### src/rtl/rbas_pkg.sv
package rbas_pkg;

  // ==========================================================================
  // Widths and access ports
  // ==========================================================================
  localparam int DW    = 16;
  localparam int AW    = 3;
  localparam int NPORT = 3;

  // Access paths: serial slave (SPI or I2C), in-band frames, management data.
  localparam logic [1:0] PORT_SER  = 2'h0;
  localparam logic [1:0] PORT_INB  = 2'h1;
  localparam logic [1:0] PORT_MIIM = 2'h2;

  // ==========================================================================
  // Register map, one 16-bit word per address
  // ==========================================================================
  localparam logic [AW-1:0] ADDR_STATUS = 3'h0;
  localparam logic [AW-1:0] ADDR_RDCLR  = 3'h1;
  localparam logic [AW-1:0] ADDR_WRONLY = 3'h2;
  localparam logic [AW-1:0] ADDR_W1C    = 3'h3;
  localparam logic [AW-1:0] ADDR_LLOW   = 3'h4;
  localparam logic [AW-1:0] ADDR_LHIGH  = 3'h5;
  localparam logic [AW-1:0] ADDR_SELFCL = 3'h6;
  localparam logic [AW-1:0] ADDR_CTRL   = 3'h7;

  // Transceiver window reachable from the management data interface.
  localparam logic [AW-1:0] PHY_ADDR_LO = 3'h4;
  localparam logic [AW-1:0] PHY_ADDR_HI = 3'h5;

  // ==========================================================================
  // Field masks and reset values
  // ==========================================================================
  localparam logic [DW-1:0] CTRL_IMPL_MASK = 16'h00ff;
  localparam logic [DW-1:0] WO_READ_VALUE  = 16'h0000;
  localparam logic [DW-1:0] RST_RDCLR      = 16'h0000;
  localparam logic [DW-1:0] RST_WRONLY     = 16'h0000;
  localparam logic [DW-1:0] RST_W1C        = 16'h0000;
  localparam logic [DW-1:0] RST_LLOW       = 16'h0000;
  localparam logic [DW-1:0] RST_LHIGH      = 16'h0000;
  localparam logic [DW-1:0] RST_SELFCL     = 16'h0000;
  localparam logic [DW-1:0] RST_CTRL       = 16'h0000;

  typedef enum logic [1:0] {
    ARB_IDLE,
    ARB_EXEC,
    ARB_DONE
  } rbas_arb_e;

endpackage

### src/rtl/rbas_acc_if.sv
`timescale 1ns/1ps
`default_nettype none

interface rbas_acc_if;
  import rbas_pkg::*;

  logic          exec;
  logic          abort;
  logic          we;
  logic [1:0]    src;
  logic [AW-1:0] addr;
  logic [DW-1:0] wdata;

  modport arb  (output exec, abort, we, src, addr, wdata);
  modport bank (input exec, abort, we, src, addr, wdata);

endinterface

`default_nettype wire

### src/rtl/rbas_port_arb.sv
`timescale 1ns/1ps
`default_nettype none

module rbas_port_arb
  import rbas_pkg::*;
(
  // Clock and reset.
  input  wire logic                        i_mclk,
  input  wire logic                        i_rst,
  // Host access ports.
  input  wire logic [NPORT-1:0]            i_req,
  input  wire logic [NPORT-1:0]            i_we,
  input  wire logic [NPORT-1:0]            i_abort,
  input  wire logic [NPORT-1:0][AW-1:0]    i_addr,
  input  wire logic [NPORT-1:0][DW-1:0]    i_wdata,
  // Selected access towards the bank.
  rbas_acc_if.arb                          acc
);

  function automatic logic [1:0] first_req(input logic [NPORT-1:0] req);
    first_req = 2'h0;
    for (int i = NPORT - 1; i >= 0; i--) begin
      if (req[i]) begin
        first_req = 2'(i);
      end
    end
  endfunction

  rbas_arb_e     state_q, state_d;
  logic [1:0]    sel_q, sel_d;
  logic          we_q, we_d;
  logic [AW-1:0] addr_q, addr_d;
  logic [DW-1:0] wdata_q, wdata_d;

  // ==========================================================================
  // Grant one port at a time; the lowest index wins
  // ==========================================================================
  always_comb begin
    state_d = state_q;
    sel_d   = sel_q;
    we_d    = we_q;
    addr_d  = addr_q;
    wdata_d = wdata_q;
    unique case (state_q)
      ARB_IDLE: begin
        if (|i_req) begin
          sel_d   = first_req(i_req);
          we_d    = i_we[sel_d];
          addr_d  = i_addr[sel_d];
          wdata_d = i_wdata[sel_d];
          state_d = ARB_EXEC;
        end
      end
      ARB_EXEC: state_d = ARB_DONE;
      ARB_DONE: state_d = ARB_IDLE;
      default:  state_d = ARB_IDLE;
    endcase
  end

  always_ff @(posedge i_mclk) begin
    if (i_rst) begin
      state_q <= ARB_IDLE;
      sel_q   <= 2'h0;
      we_q    <= 1'b0;
      addr_q  <= 3'h0;
      wdata_q <= 16'h0000;
    end else begin
      state_q <= state_d;
      sel_q   <= sel_d;
      we_q    <= we_d;
      addr_q  <= addr_d;
      wdata_q <= wdata_d;
    end
  end

  assign acc.exec  = (state_q == ARB_EXEC);
  assign acc.abort = i_abort[sel_q];
  assign acc.we    = we_q;
  assign acc.src   = sel_q;
  assign acc.addr  = addr_q;
  assign acc.wdata = wdata_q;

endmodule

`default_nettype wire

### src/rtl/rbas_reg_bank.sv
// What this block does
// - Read-only registers ignore every host write.
// - Read-clear returns contents, then clears; writes ignored.
// - Write-only registers read back a meaningless constant.
// - Writing one clears a bit; zero leaves it.
// - Latch-low bit stays low until read.
// - Reading latch-low releases it to live condition.
// - Latch-high bit stays high until read.
// - Reading latch-high releases it to live condition.
// - Self-clearing bits clear themselves; zero writes ignored.
// - Serial and in-band ports reach the whole register space.
// - Management data port reaches the transceiver registers.
`timescale 1ns/1ps
`default_nettype none

module rbas_reg_bank
  import rbas_pkg::*;
(
  // Clock and reset.
  input  wire logic                        i_mclk,
  input  wire logic                        i_rst,
  // Host access ports: serial slave, in-band, management data.
  input  wire logic [NPORT-1:0]            i_req,
  input  wire logic [NPORT-1:0]            i_we,
  input  wire logic [NPORT-1:0]            i_abort,
  input  wire logic [NPORT-1:0][AW-1:0]    i_addr,
  input  wire logic [NPORT-1:0][DW-1:0]    i_wdata,
  // Host access answers.
  output logic      [NPORT-1:0]            o_ack,
  output logic                             o_err,
  output logic      [DW-1:0]               o_rdata,
  // Status sources.
  input  wire logic [DW-1:0]               i_live_status,
  input  wire logic [DW-1:0]               i_rdclr_event,
  input  wire logic [DW-1:0]               i_w1c_event,
  input  wire logic [DW-1:0]               i_llow_cond,
  input  wire logic [DW-1:0]               i_lhigh_cond,
  input  wire logic [DW-1:0]               i_selfcl_done,
  // Control consumers.
  output logic      [DW-1:0]               o_ctrl,
  output logic      [DW-1:0]               o_wronly_ctrl,
  output logic      [DW-1:0]               o_selfcl_cmd,
  output logic                             o_attention
);

  // ==========================================================================
  // Helper functions
  // ==========================================================================
  // One-hot decode of a word address into eight word strobes.
  function automatic logic [7:0] addr_dec(input logic [AW-1:0] addr);
    addr_dec = 8'h01 << addr;
  endfunction

  // A set in the same cycle as a clear wins.
  function automatic logic [DW-1:0] set_clr(input logic [DW-1:0] cur,
                                             input logic [DW-1:0] set,
                                             input logic [DW-1:0] clr);
    set_clr = (cur & ~clr) | set;
  endfunction

  // True for the words that the management data port may reach.
  function automatic logic in_phy(input logic [AW-1:0] addr);
    in_phy = (addr >= PHY_ADDR_LO) && (addr <= PHY_ADDR_HI);
  endfunction

  // ==========================================================================
  // Access selection
  // ==========================================================================
  rbas_acc_if acc ();

  rbas_port_arb u_arb (
    .i_mclk  (i_mclk),
    .i_rst   (i_rst),
    .i_req   (i_req),
    .i_we    (i_we),
    .i_abort (i_abort),
    .i_addr  (i_addr),
    .i_wdata (i_wdata),
    .acc     (acc.arb)
  );

  logic       refused;
  logic       done;
  logic       rd_done;
  logic       wr_done;
  logic [7:0] hit;

  // Only an access that reaches its execute cycle unaborted has any effect.
  // The management data port is confined to the transceiver window.
  always_comb begin
    refused = (acc.src == PORT_MIIM) && !in_phy(acc.addr);
    done    = acc.exec && !acc.abort;
    rd_done = done && !acc.we && !refused;
    wr_done = done && acc.we && !refused;
    hit     = addr_dec(acc.addr);
  end

  // ==========================================================================
  // Per-word strobes
  // ==========================================================================
  logic [7:0]    rd_strb;
  logic [7:0]    wr_strb;
  logic [DW-1:0] rdclr_clr;
  logic [DW-1:0] w1c_clr;
  logic          llow_rel;
  logic          lhigh_rel;
  logic          wronly_ld;
  logic          ctrl_ld;
  logic [DW-1:0] selfcl_set;

  // Each strobe lives only in the cycle in which an access completes, so one
  // host transfer can never apply its side effect twice. Words without a
  // strobe here have no write path at all.
  always_comb begin
    rd_strb    = rd_done ? hit : 8'h00;
    wr_strb    = wr_done ? hit : 8'h00;
    rdclr_clr  = {DW{rd_strb[ADDR_RDCLR]}};
    w1c_clr    = wr_strb[ADDR_W1C] ? acc.wdata : 16'h0000;
    llow_rel   = rd_strb[ADDR_LLOW];
    lhigh_rel  = rd_strb[ADDR_LHIGH];
    wronly_ld  = wr_strb[ADDR_WRONLY];
    ctrl_ld    = wr_strb[ADDR_CTRL];
    selfcl_set = wr_strb[ADDR_SELFCL] ? acc.wdata : 16'h0000;
  end

  // ==========================================================================
  // Read-clear and write-one-clear registers
  // ==========================================================================
  logic [DW-1:0] rdclr_q, rdclr_d;
  logic [DW-1:0] w1c_q, w1c_d;

  always_comb begin
    rdclr_d = set_clr(rdclr_q, i_rdclr_event, rdclr_clr);
    w1c_d   = set_clr(w1c_q, i_w1c_event, w1c_clr);
  end

  always_ff @(posedge i_mclk) begin
    if (i_rst) begin
      rdclr_q <= RST_RDCLR;
      w1c_q   <= RST_W1C;
    end else begin
      rdclr_q <= rdclr_d;
      w1c_q   <= w1c_d;
    end
  end

  // ==========================================================================
  // Latched status registers
  // ==========================================================================
  logic [DW-1:0] llow_q, llow_d;
  logic [DW-1:0] lhigh_q, lhigh_d;

  // A completed read reloads the live condition; otherwise a low or a high
  // sticks. A condition present in the read cycle is kept by the reload.
  always_comb begin
    if (llow_rel) begin
      llow_d = i_llow_cond;
    end else begin
      llow_d = llow_q & i_llow_cond;
    end
    if (lhigh_rel) begin
      lhigh_d = i_lhigh_cond;
    end else begin
      lhigh_d = lhigh_q | i_lhigh_cond;
    end
  end

  always_ff @(posedge i_mclk) begin
    if (i_rst) begin
      llow_q  <= RST_LLOW;
      lhigh_q <= RST_LHIGH;
    end else begin
      llow_q  <= llow_d;
      lhigh_q <= lhigh_d;
    end
  end

  // ==========================================================================
  // Control registers: write-only, self-clearing, plain control
  // ==========================================================================
  logic [DW-1:0] wronly_q, wronly_d;
  logic [DW-1:0] selfcl_q, selfcl_d;
  logic [DW-1:0] ctrl_q, ctrl_d;

  // A self-clearing bit is set by a host one and dropped when its consumer
  // reports the action finished; a host set in that same cycle wins.
  always_comb begin
    wronly_d = wronly_q;
    ctrl_d   = ctrl_q;
    if (wronly_ld) begin
      wronly_d = acc.wdata;
    end
    // Reserved control bits never reach storage, whatever the host sends.
    if (ctrl_ld) begin
      ctrl_d = acc.wdata & CTRL_IMPL_MASK;
    end
    selfcl_d = set_clr(selfcl_q, selfcl_set, i_selfcl_done);
  end

  always_ff @(posedge i_mclk) begin
    if (i_rst) begin
      wronly_q <= RST_WRONLY;
      selfcl_q <= RST_SELFCL;
      ctrl_q   <= RST_CTRL;
    end else begin
      wronly_q <= wronly_d;
      selfcl_q <= selfcl_d;
      ctrl_q   <= ctrl_d;
    end
  end

  // ==========================================================================
  // Read data and answers
  // ==========================================================================
  logic [DW-1:0]    rdata_q, rdata_d;
  logic [NPORT-1:0] ack_q, ack_d;
  logic             err_q, err_d;
  logic [DW-1:0]    rd_mux;

  // Writes to the status, read-clear, latch-low and latch-high words have no
  // path into their storage, so they fall through here untouched.
  always_comb begin
    unique case (acc.addr)
      ADDR_STATUS: rd_mux = i_live_status;
      ADDR_RDCLR:  rd_mux = rdclr_q;
      ADDR_WRONLY: rd_mux = WO_READ_VALUE;
      ADDR_W1C:    rd_mux = w1c_q;
      ADDR_LLOW:   rd_mux = llow_q;
      ADDR_LHIGH:  rd_mux = lhigh_q;
      ADDR_SELFCL: rd_mux = selfcl_q;
      ADDR_CTRL:   rd_mux = ctrl_q & CTRL_IMPL_MASK;
    endcase
  end

  always_comb begin
    rdata_d = rdata_q;
    ack_d   = '0;
    err_d   = 1'b0;
    if (done) begin
      for (int i = 0; i < NPORT; i++) begin
        ack_d[i] = (acc.src == 2'(i));
      end
      err_d = refused;
      if (!acc.we) begin
        rdata_d = refused ? 16'h0000 : rd_mux;
      end
    end
  end

  always_ff @(posedge i_mclk) begin
    if (i_rst) begin
      rdata_q <= 16'h0000;
      ack_q   <= '0;
      err_q   <= 1'b0;
    end else begin
      rdata_q <= rdata_d;
      ack_q   <= ack_d;
      err_q   <= err_d;
    end
  end

  // ==========================================================================
  // Attention summary
  // ==========================================================================
  logic attn_q, attn_d;

  // Pending read-clear, write-one-clear or latch-high bits ask for service.
  // The flag trails its sources by one cycle because it is registered.
  always_comb begin
    attn_d = (|rdclr_q) || (|w1c_q) || (|lhigh_q);
  end

  always_ff @(posedge i_mclk) begin
    if (i_rst) begin
      attn_q <= 1'b0;
    end else begin
      attn_q <= attn_d;
    end
  end

  // ==========================================================================
  // Outputs
  // ==========================================================================
  assign o_ack         = ack_q;
  assign o_err         = err_q;
  assign o_rdata       = rdata_q;
  assign o_ctrl        = ctrl_q;
  assign o_wronly_ctrl = wronly_q;
  assign o_selfcl_cmd  = selfcl_q;
  assign o_attention   = attn_q;

endmodule

`default_nettype wire

### config.mk
export PLATFORM = sky130hd
export DESIGN_NAME = rbas_reg_bank
export DESIGN_NICKNAME = d
export VERILOG_FILES = /design/src/rtl/rbas_pkg.sv /design/src/rtl/rbas_acc_if.sv /design/src/rtl/rbas_port_arb.sv /design/src/rtl/rbas_reg_bank.sv
export SDC_FILE = /design/constraint.sdc
export NUM_CORES = 1
export LEC_CHECK = 0
export ABC_AREA = 0
export BUFFER_PORTS_ARGS = -buffer_cell sky130_fd_sc_hd__buf_2
export CORE_MARGIN = 1.5
export CORE_UTILIZATION = 40
export CTS_BUF_LIST = sky130_fd_sc_hd__clkbuf_4
export DETAILED_ROUTE_END_ITERATION = 12
export HOLD_SLACK_MARGIN = 0.02
export PLACE_DENSITY = 0.73
export SETUP_SLACK_MARGIN = 0.1
export SYNTH_ARGS = -nofsm -noshare
export SYNTH_HDL_FRONTEND = slang
export SYNTH_SLANG_ARGS = --single-unit
### constraint.sdc
create_clock -name i_mclk -period 1.7 [get_ports i_mclk]
set_clock_uncertainty 0.15 [all_clocks]
set_input_delay 0.085 -clock i_mclk [delete_from_list [all_inputs] [get_ports i_mclk]]
set_output_delay 0.085 -clock i_mclk [all_outputs]
set_load 0.02 [all_outputs]
==> results.txt <==
----------------------------------------------------
[Run status]
  Result of the run ... finished with violations
  Violations in the final reports ... hold timing, setup timing

[Synthesis]
  Number of enable-type register cells in the synthesized netlist ... 0
  Syn Area/Cell ... 9.28 µm²
  Netlist Area Pre-Place ... 6620 µm²
  Main synth FF type ... sky130_fd_sc_hd__dfxtp_1
  Netlist cell types ... 49
  Share of synthesized area occupied by flip-flops and latches ... 45.1%
  Register bit total from synthesis ... 149
  Synthesized instance count ... 713
  Share of flip-flops with an asynchronous set or reset ... 0%
  Yosys warnings ... 0

[Floorplan]
  Area enclosed by the die boundary ... 17,300 µm²
  Starting utilization of the core area ... 41.3%
  I/O pin count ... 233
  Count of standard-cell rows ... 46
  Height of the die ... 132 µm
  Horizontal die dimension ... 132 µm
  Std-Cell Core Area ... 16,000 µm²

[Critical path]
  Cell-by-cell trace of the critical path ... mux2i_2 > or2_0 > buf_6 > nand4_4 > clkbuf_16 > o31ai_2
  End point of the critical path ... o_rdata[7]
  Max stage delay on crit path ... 0.38 ns
  Critical-path top delay cell ... sky130_fd_sc_hd__dfxtp_4
  Worst R2R Setup Slack ... -0.04 ns
  Kind of launch point of the worst setup path ... register
  Path type of the worst setup path ... reg2reg
  Worst reg2reg endpoint ... o_rdata[7]
  Required time worst endpoint ... 2.03 ns
  Depth of the worst register-to-register path ... 6
  Data arrival at the endpoint of the critical path ... 2.07 ns
  Kind of capture point of the worst setup path ... register
  Critical register-to-register path startpoint ... u_arb.acc.src[0]
  Start point of the critical path ... u_arb.acc.src[0]
  Maximum fanout count along the critical path ... 8

[Clocking]
  Post-CTS clock slew at the launch and capture registers of the worst setup and hold paths ... 0.12 ns
  Buffer cell driving the clock tree root ... sky130_fd_sc_hd__clkbuf_4
  Clk sinks ... 149
  Number of clock buffers inserted by TritonCTS ... 17
  H-Tree Depth ... 4
  CTS tree ... done
  Clk Latency, worst-skew pair ... 0.56 ns
  Longest Clk Path Bufs ... 2
  Cts hold-fix bufs ... 140

[Global route]
  Wire length of the first global-routing pass ... 38,000 µm
  Remaining Overflow, GRT ... 0
  Initial antenna violation count ... 3
  GR Util All Layers ... 28.3%
  Maximum number of pins on one net before global-route repair ... 42
  Number of global-route vias before repair ... 7,174

[Cells and area]
  Fraction of layout instances using a drive strength above 1 ... 39.8%
  Commonest non-fill, non-tap cells in the layout ... sky130_fd_sc_hd__buf_2, sky130_fd_sc_hd__dfxtp_1, sky130_fd_sc_hd__dlygate4sd3_1
  Layout Utilization ... 67.4%
  Net total in the final layout ... 1,265
  Filler instances ... 1,230
  Layout overhead on the synthesized area ... 63.0%
  Multi-input combinational cell area ... 3820 µm²
  Flip-flop and latch area ... 3000 µm²
  Most common cell after layout, fill and taps aside ... sky130_fd_sc_hd__buf_2
  Final cell count without fillers ... 1,332

[STA]
  Post-route setup slack ... -0.0413 ns
  Worst hold slack ... -0.0910 ns
  Minimum clock period ... 1.74 ns
  RSZ-0062 raised after global routing ... true
  Number of pins with negative max-slew slack in the final report ... 0
  Highest achievable clock rate ... 574 MHz
  Share of the clock period used by the worst path ... 102%
  Total of endpoints with negative setup slack in the final report ... 9
  Number of hold-slack violations in the final timing report ... 2

[Place]
  Gpl congestion ... 0.914
  Post-DP HPWL ... 16,500 µm
  Count of port buffers added during placement ... 224
  Number of placed cells counting well taps ... 1,149

[Power]
  Leakage power total ... 4.87 nW
  Power per standard cell area ... 761 nW/µm²
  Combinational power share ... 23.4%
  P_int ... 5.80 mW
  Clock group share of total power ... 29.5%
  Sequential power share ... 47.1%
  Switching power as a share of total power ... 29.3%
  P_sw ... 2.41 mW
  IR Drop Worst-Case VDD ... 0.000435 V

[Drt]
  Antenna violation net count after detailed routing ... 0
  Via Count ... 7,310
  1st-pass router iterations ... 5
  Total wire length ... 26,500 µm
  Via-to-Cell Ratio ... 5.49
  Final routed DRC violation total ... 0
  Initial DRC Count ... 624
  Routed length per placed instance ... 19.9 µm

[Flow run]
  Number of maximum-capacitance violations ... 0

[Worst hold path]
  Hold Crit Class ... in2reg

----------------------------------------------------
==> worst max-delay path, delay by kind of cell, from the launching register on <==
| family | cells | cell delay [ns] |
|---|---|---|
| AO/OA/AOI/OAI | 1 | 0.21 |
| buffers and inverters | 2 | 0.39 |
| flip-flops | 1 | 0.38 |
| multiplexers | 1 | 0.21 |
| AND/OR/NAND/NOR | 2 | 0.31 |
==> metrics by stage <==
| stage | TNS [ns] | power (mW) | instance area (µm²) | hold slack [ns] | setup WS [ns] |
|---|---|---|---|---|---|
| 6_report | -0.187 | 8.20 | 10800 | -0.0910 | -0.0413 |
| 5_1_grt | -0.831 | 8.51 | 10800 | -0.134 | -0.0997 |
| 4_1_cts | 0 | 7.95 | 10200 | -0.119 | 0.00451 |
| 3_5_place_dp | -0.607 | 5.25 | 8280 | 0.136 | -0.0342 |
| 3_3_place_gp | -0.197 | 5.23 | 8280 | 0.136 | -0.0258 |
| 2_1_floorplan | 0 | 4.64 | 6670 | 0.0118 | 0.00341 |
==> logic make-up after synthesis <==
family | Yosys count | share of synthesized area [%]
and+or+nand+nor | 207 | 15.0
AOI/OAI and AO/OA | 168 | 20.6
buffers and inverters | 111 | 7.28
muxes | 77 | 12.0
other | 1 | 0.0567
DFF | 149 | 45.1
==> state kept, by name, indices dropped and copies added, names as in the netlist <==
signal           count
u_arb.state_q        2
o_err                1
o_attention          1
o_ack                3
o_ctrl               8
llow_q              16
w1c_q               16
lhigh_q             16
o_wronly_ctrl       16
u_arb.acc.wdata     16
o_rdata             16
u_arb.acc.addr       3
rdclr_q             16
u_arb.acc.src        2
o_selfcl_cmd        16
u_arb.acc.we         1
==> synth_stat cells, types with 2 or more instances <==
| library cell | instances | area, µm² |
|---|---|---|
| sky130_fd_sc_hd__inv_1 | 50 | 188 |
| sky130_fd_sc_hd__nand2_1 | 70 | 263 |
| sky130_fd_sc_hd__o221ai_1 | 9 | 78.8 |
| sky130_fd_sc_hd__nor2_1 | 57 | 214 |
| sky130_fd_sc_hd__buf_4 | 9 | 67.6 |
| sky130_fd_sc_hd__mux2i_1 | 56 | 561 |
| sky130_fd_sc_hd__clkbuf_1 | 36 | 135 |
| sky130_fd_sc_hd__nor3_1 | 7 | 35.0 |
| sky130_fd_sc_hd__a311oi_1 | 6 | 52.6 |
| sky130_fd_sc_hd__buf_6 | 3 | 33.8 |
| sky130_fd_sc_hd__a221oi_1 | 7 | 61.3 |
| sky130_fd_sc_hd__nor4_1 | 13 | 81.3 |
| sky130_fd_sc_hd__clkinv_1 | 2 | 7.51 |
| sky130_fd_sc_hd__mux2_2 | 21 | 236 |
| sky130_fd_sc_hd__nor2b_1 | 15 | 93.8 |
| sky130_fd_sc_hd__dfxtp_1 | 149 | 2980 |
| sky130_fd_sc_hd__buf_2 | 7 | 35.0 |
| sky130_fd_sc_hd__a22o_1 | 16 | 140 |
| sky130_fd_sc_hd__buf_1 | 4 | 15.0 |
| sky130_fd_sc_hd__a2bb2oi_1 | 3 | 26.3 |
| sky130_fd_sc_hd__o211a_1 | 16 | 160 |
| sky130_fd_sc_hd__nand4_1 | 3 | 18.8 |
| sky130_fd_sc_hd__o22ai_1 | 38 | 238 |
| sky130_fd_sc_hd__nand2b_1 | 5 | 31.3 |
| sky130_fd_sc_hd__nand3_1 | 19 | 95.1 |
| sky130_fd_sc_hd__o32ai_1 | 16 | 140 |
| sky130_fd_sc_hd__a311oi_2 | 10 | 150 |
| sky130_fd_sc_hd__a21oi_1 | 24 | 120 |
| sky130_fd_sc_hd__o31ai_1 | 15 | 113 |
| sky130_fd_sc_hd__nand4b_1 | 8 | 70.1 |
==> power by group through the flow <==
| stage | Clock, mW | Sequential [mW] | Combinational, mW |
|---|---|---|---|
| after global placement | 0 | 3.92 | 1.31 |
| after global routing | 2.59 | 3.88 | 2.04 |
| final | 2.42 | 3.87 | 1.92 |
| after floorplan | 0 | 3.88 | 0.764 |
| after CTS | 2.44 | 3.85 | 1.67 |
| after detailed placement | 0 | 3.92 | 1.33 |
==> how the worst min path moves through the flow <==
stage          startpoint  cells past startpoint          endpoint
6_report         i_req[2]                      4  u_arb.acc.src[1]
5_1_grt          i_req[2]                      4  u_arb.acc.src[1]
4_1_cts          i_req[2]                      4  u_arb.acc.src[0]
3_5_place_dp   i_abort[1]                      2          o_ack[1]
3_3_place_gp   i_abort[1]                      2          o_ack[1]
2_1_floorplan  i_abort[0]                      1          o_ack[0]
==> final cells by class <==
class,count,share of cell area (%)
diodes,3,0.0696
flip-flops and latches,149,27.8
clock buffers,19,1.32
well taps,216,2.51
repair buffers,420,29.6
inverters,52,1.82
clock inverters,12,1.50
multi-input cells,461,35.4
==> layer usage <==
layer,wire (µm),global-route usage [%]
met4,821,12.4
met5,0,0
met3,1910,7.79
met1,10600,34.2
met2,13200,47.0
==> repair_timing <==
item                                    in CTS  in global routing
gates resized for setup                     40                 92
cloned                                       3                  2
endpoints found under the hold margin      141                  3
pin swaps                                   14                 51
endpoints found under the setup margin     121                122
buffers inserted                             4                  0
Note: power is estimated with default switching activity, not from simulation.
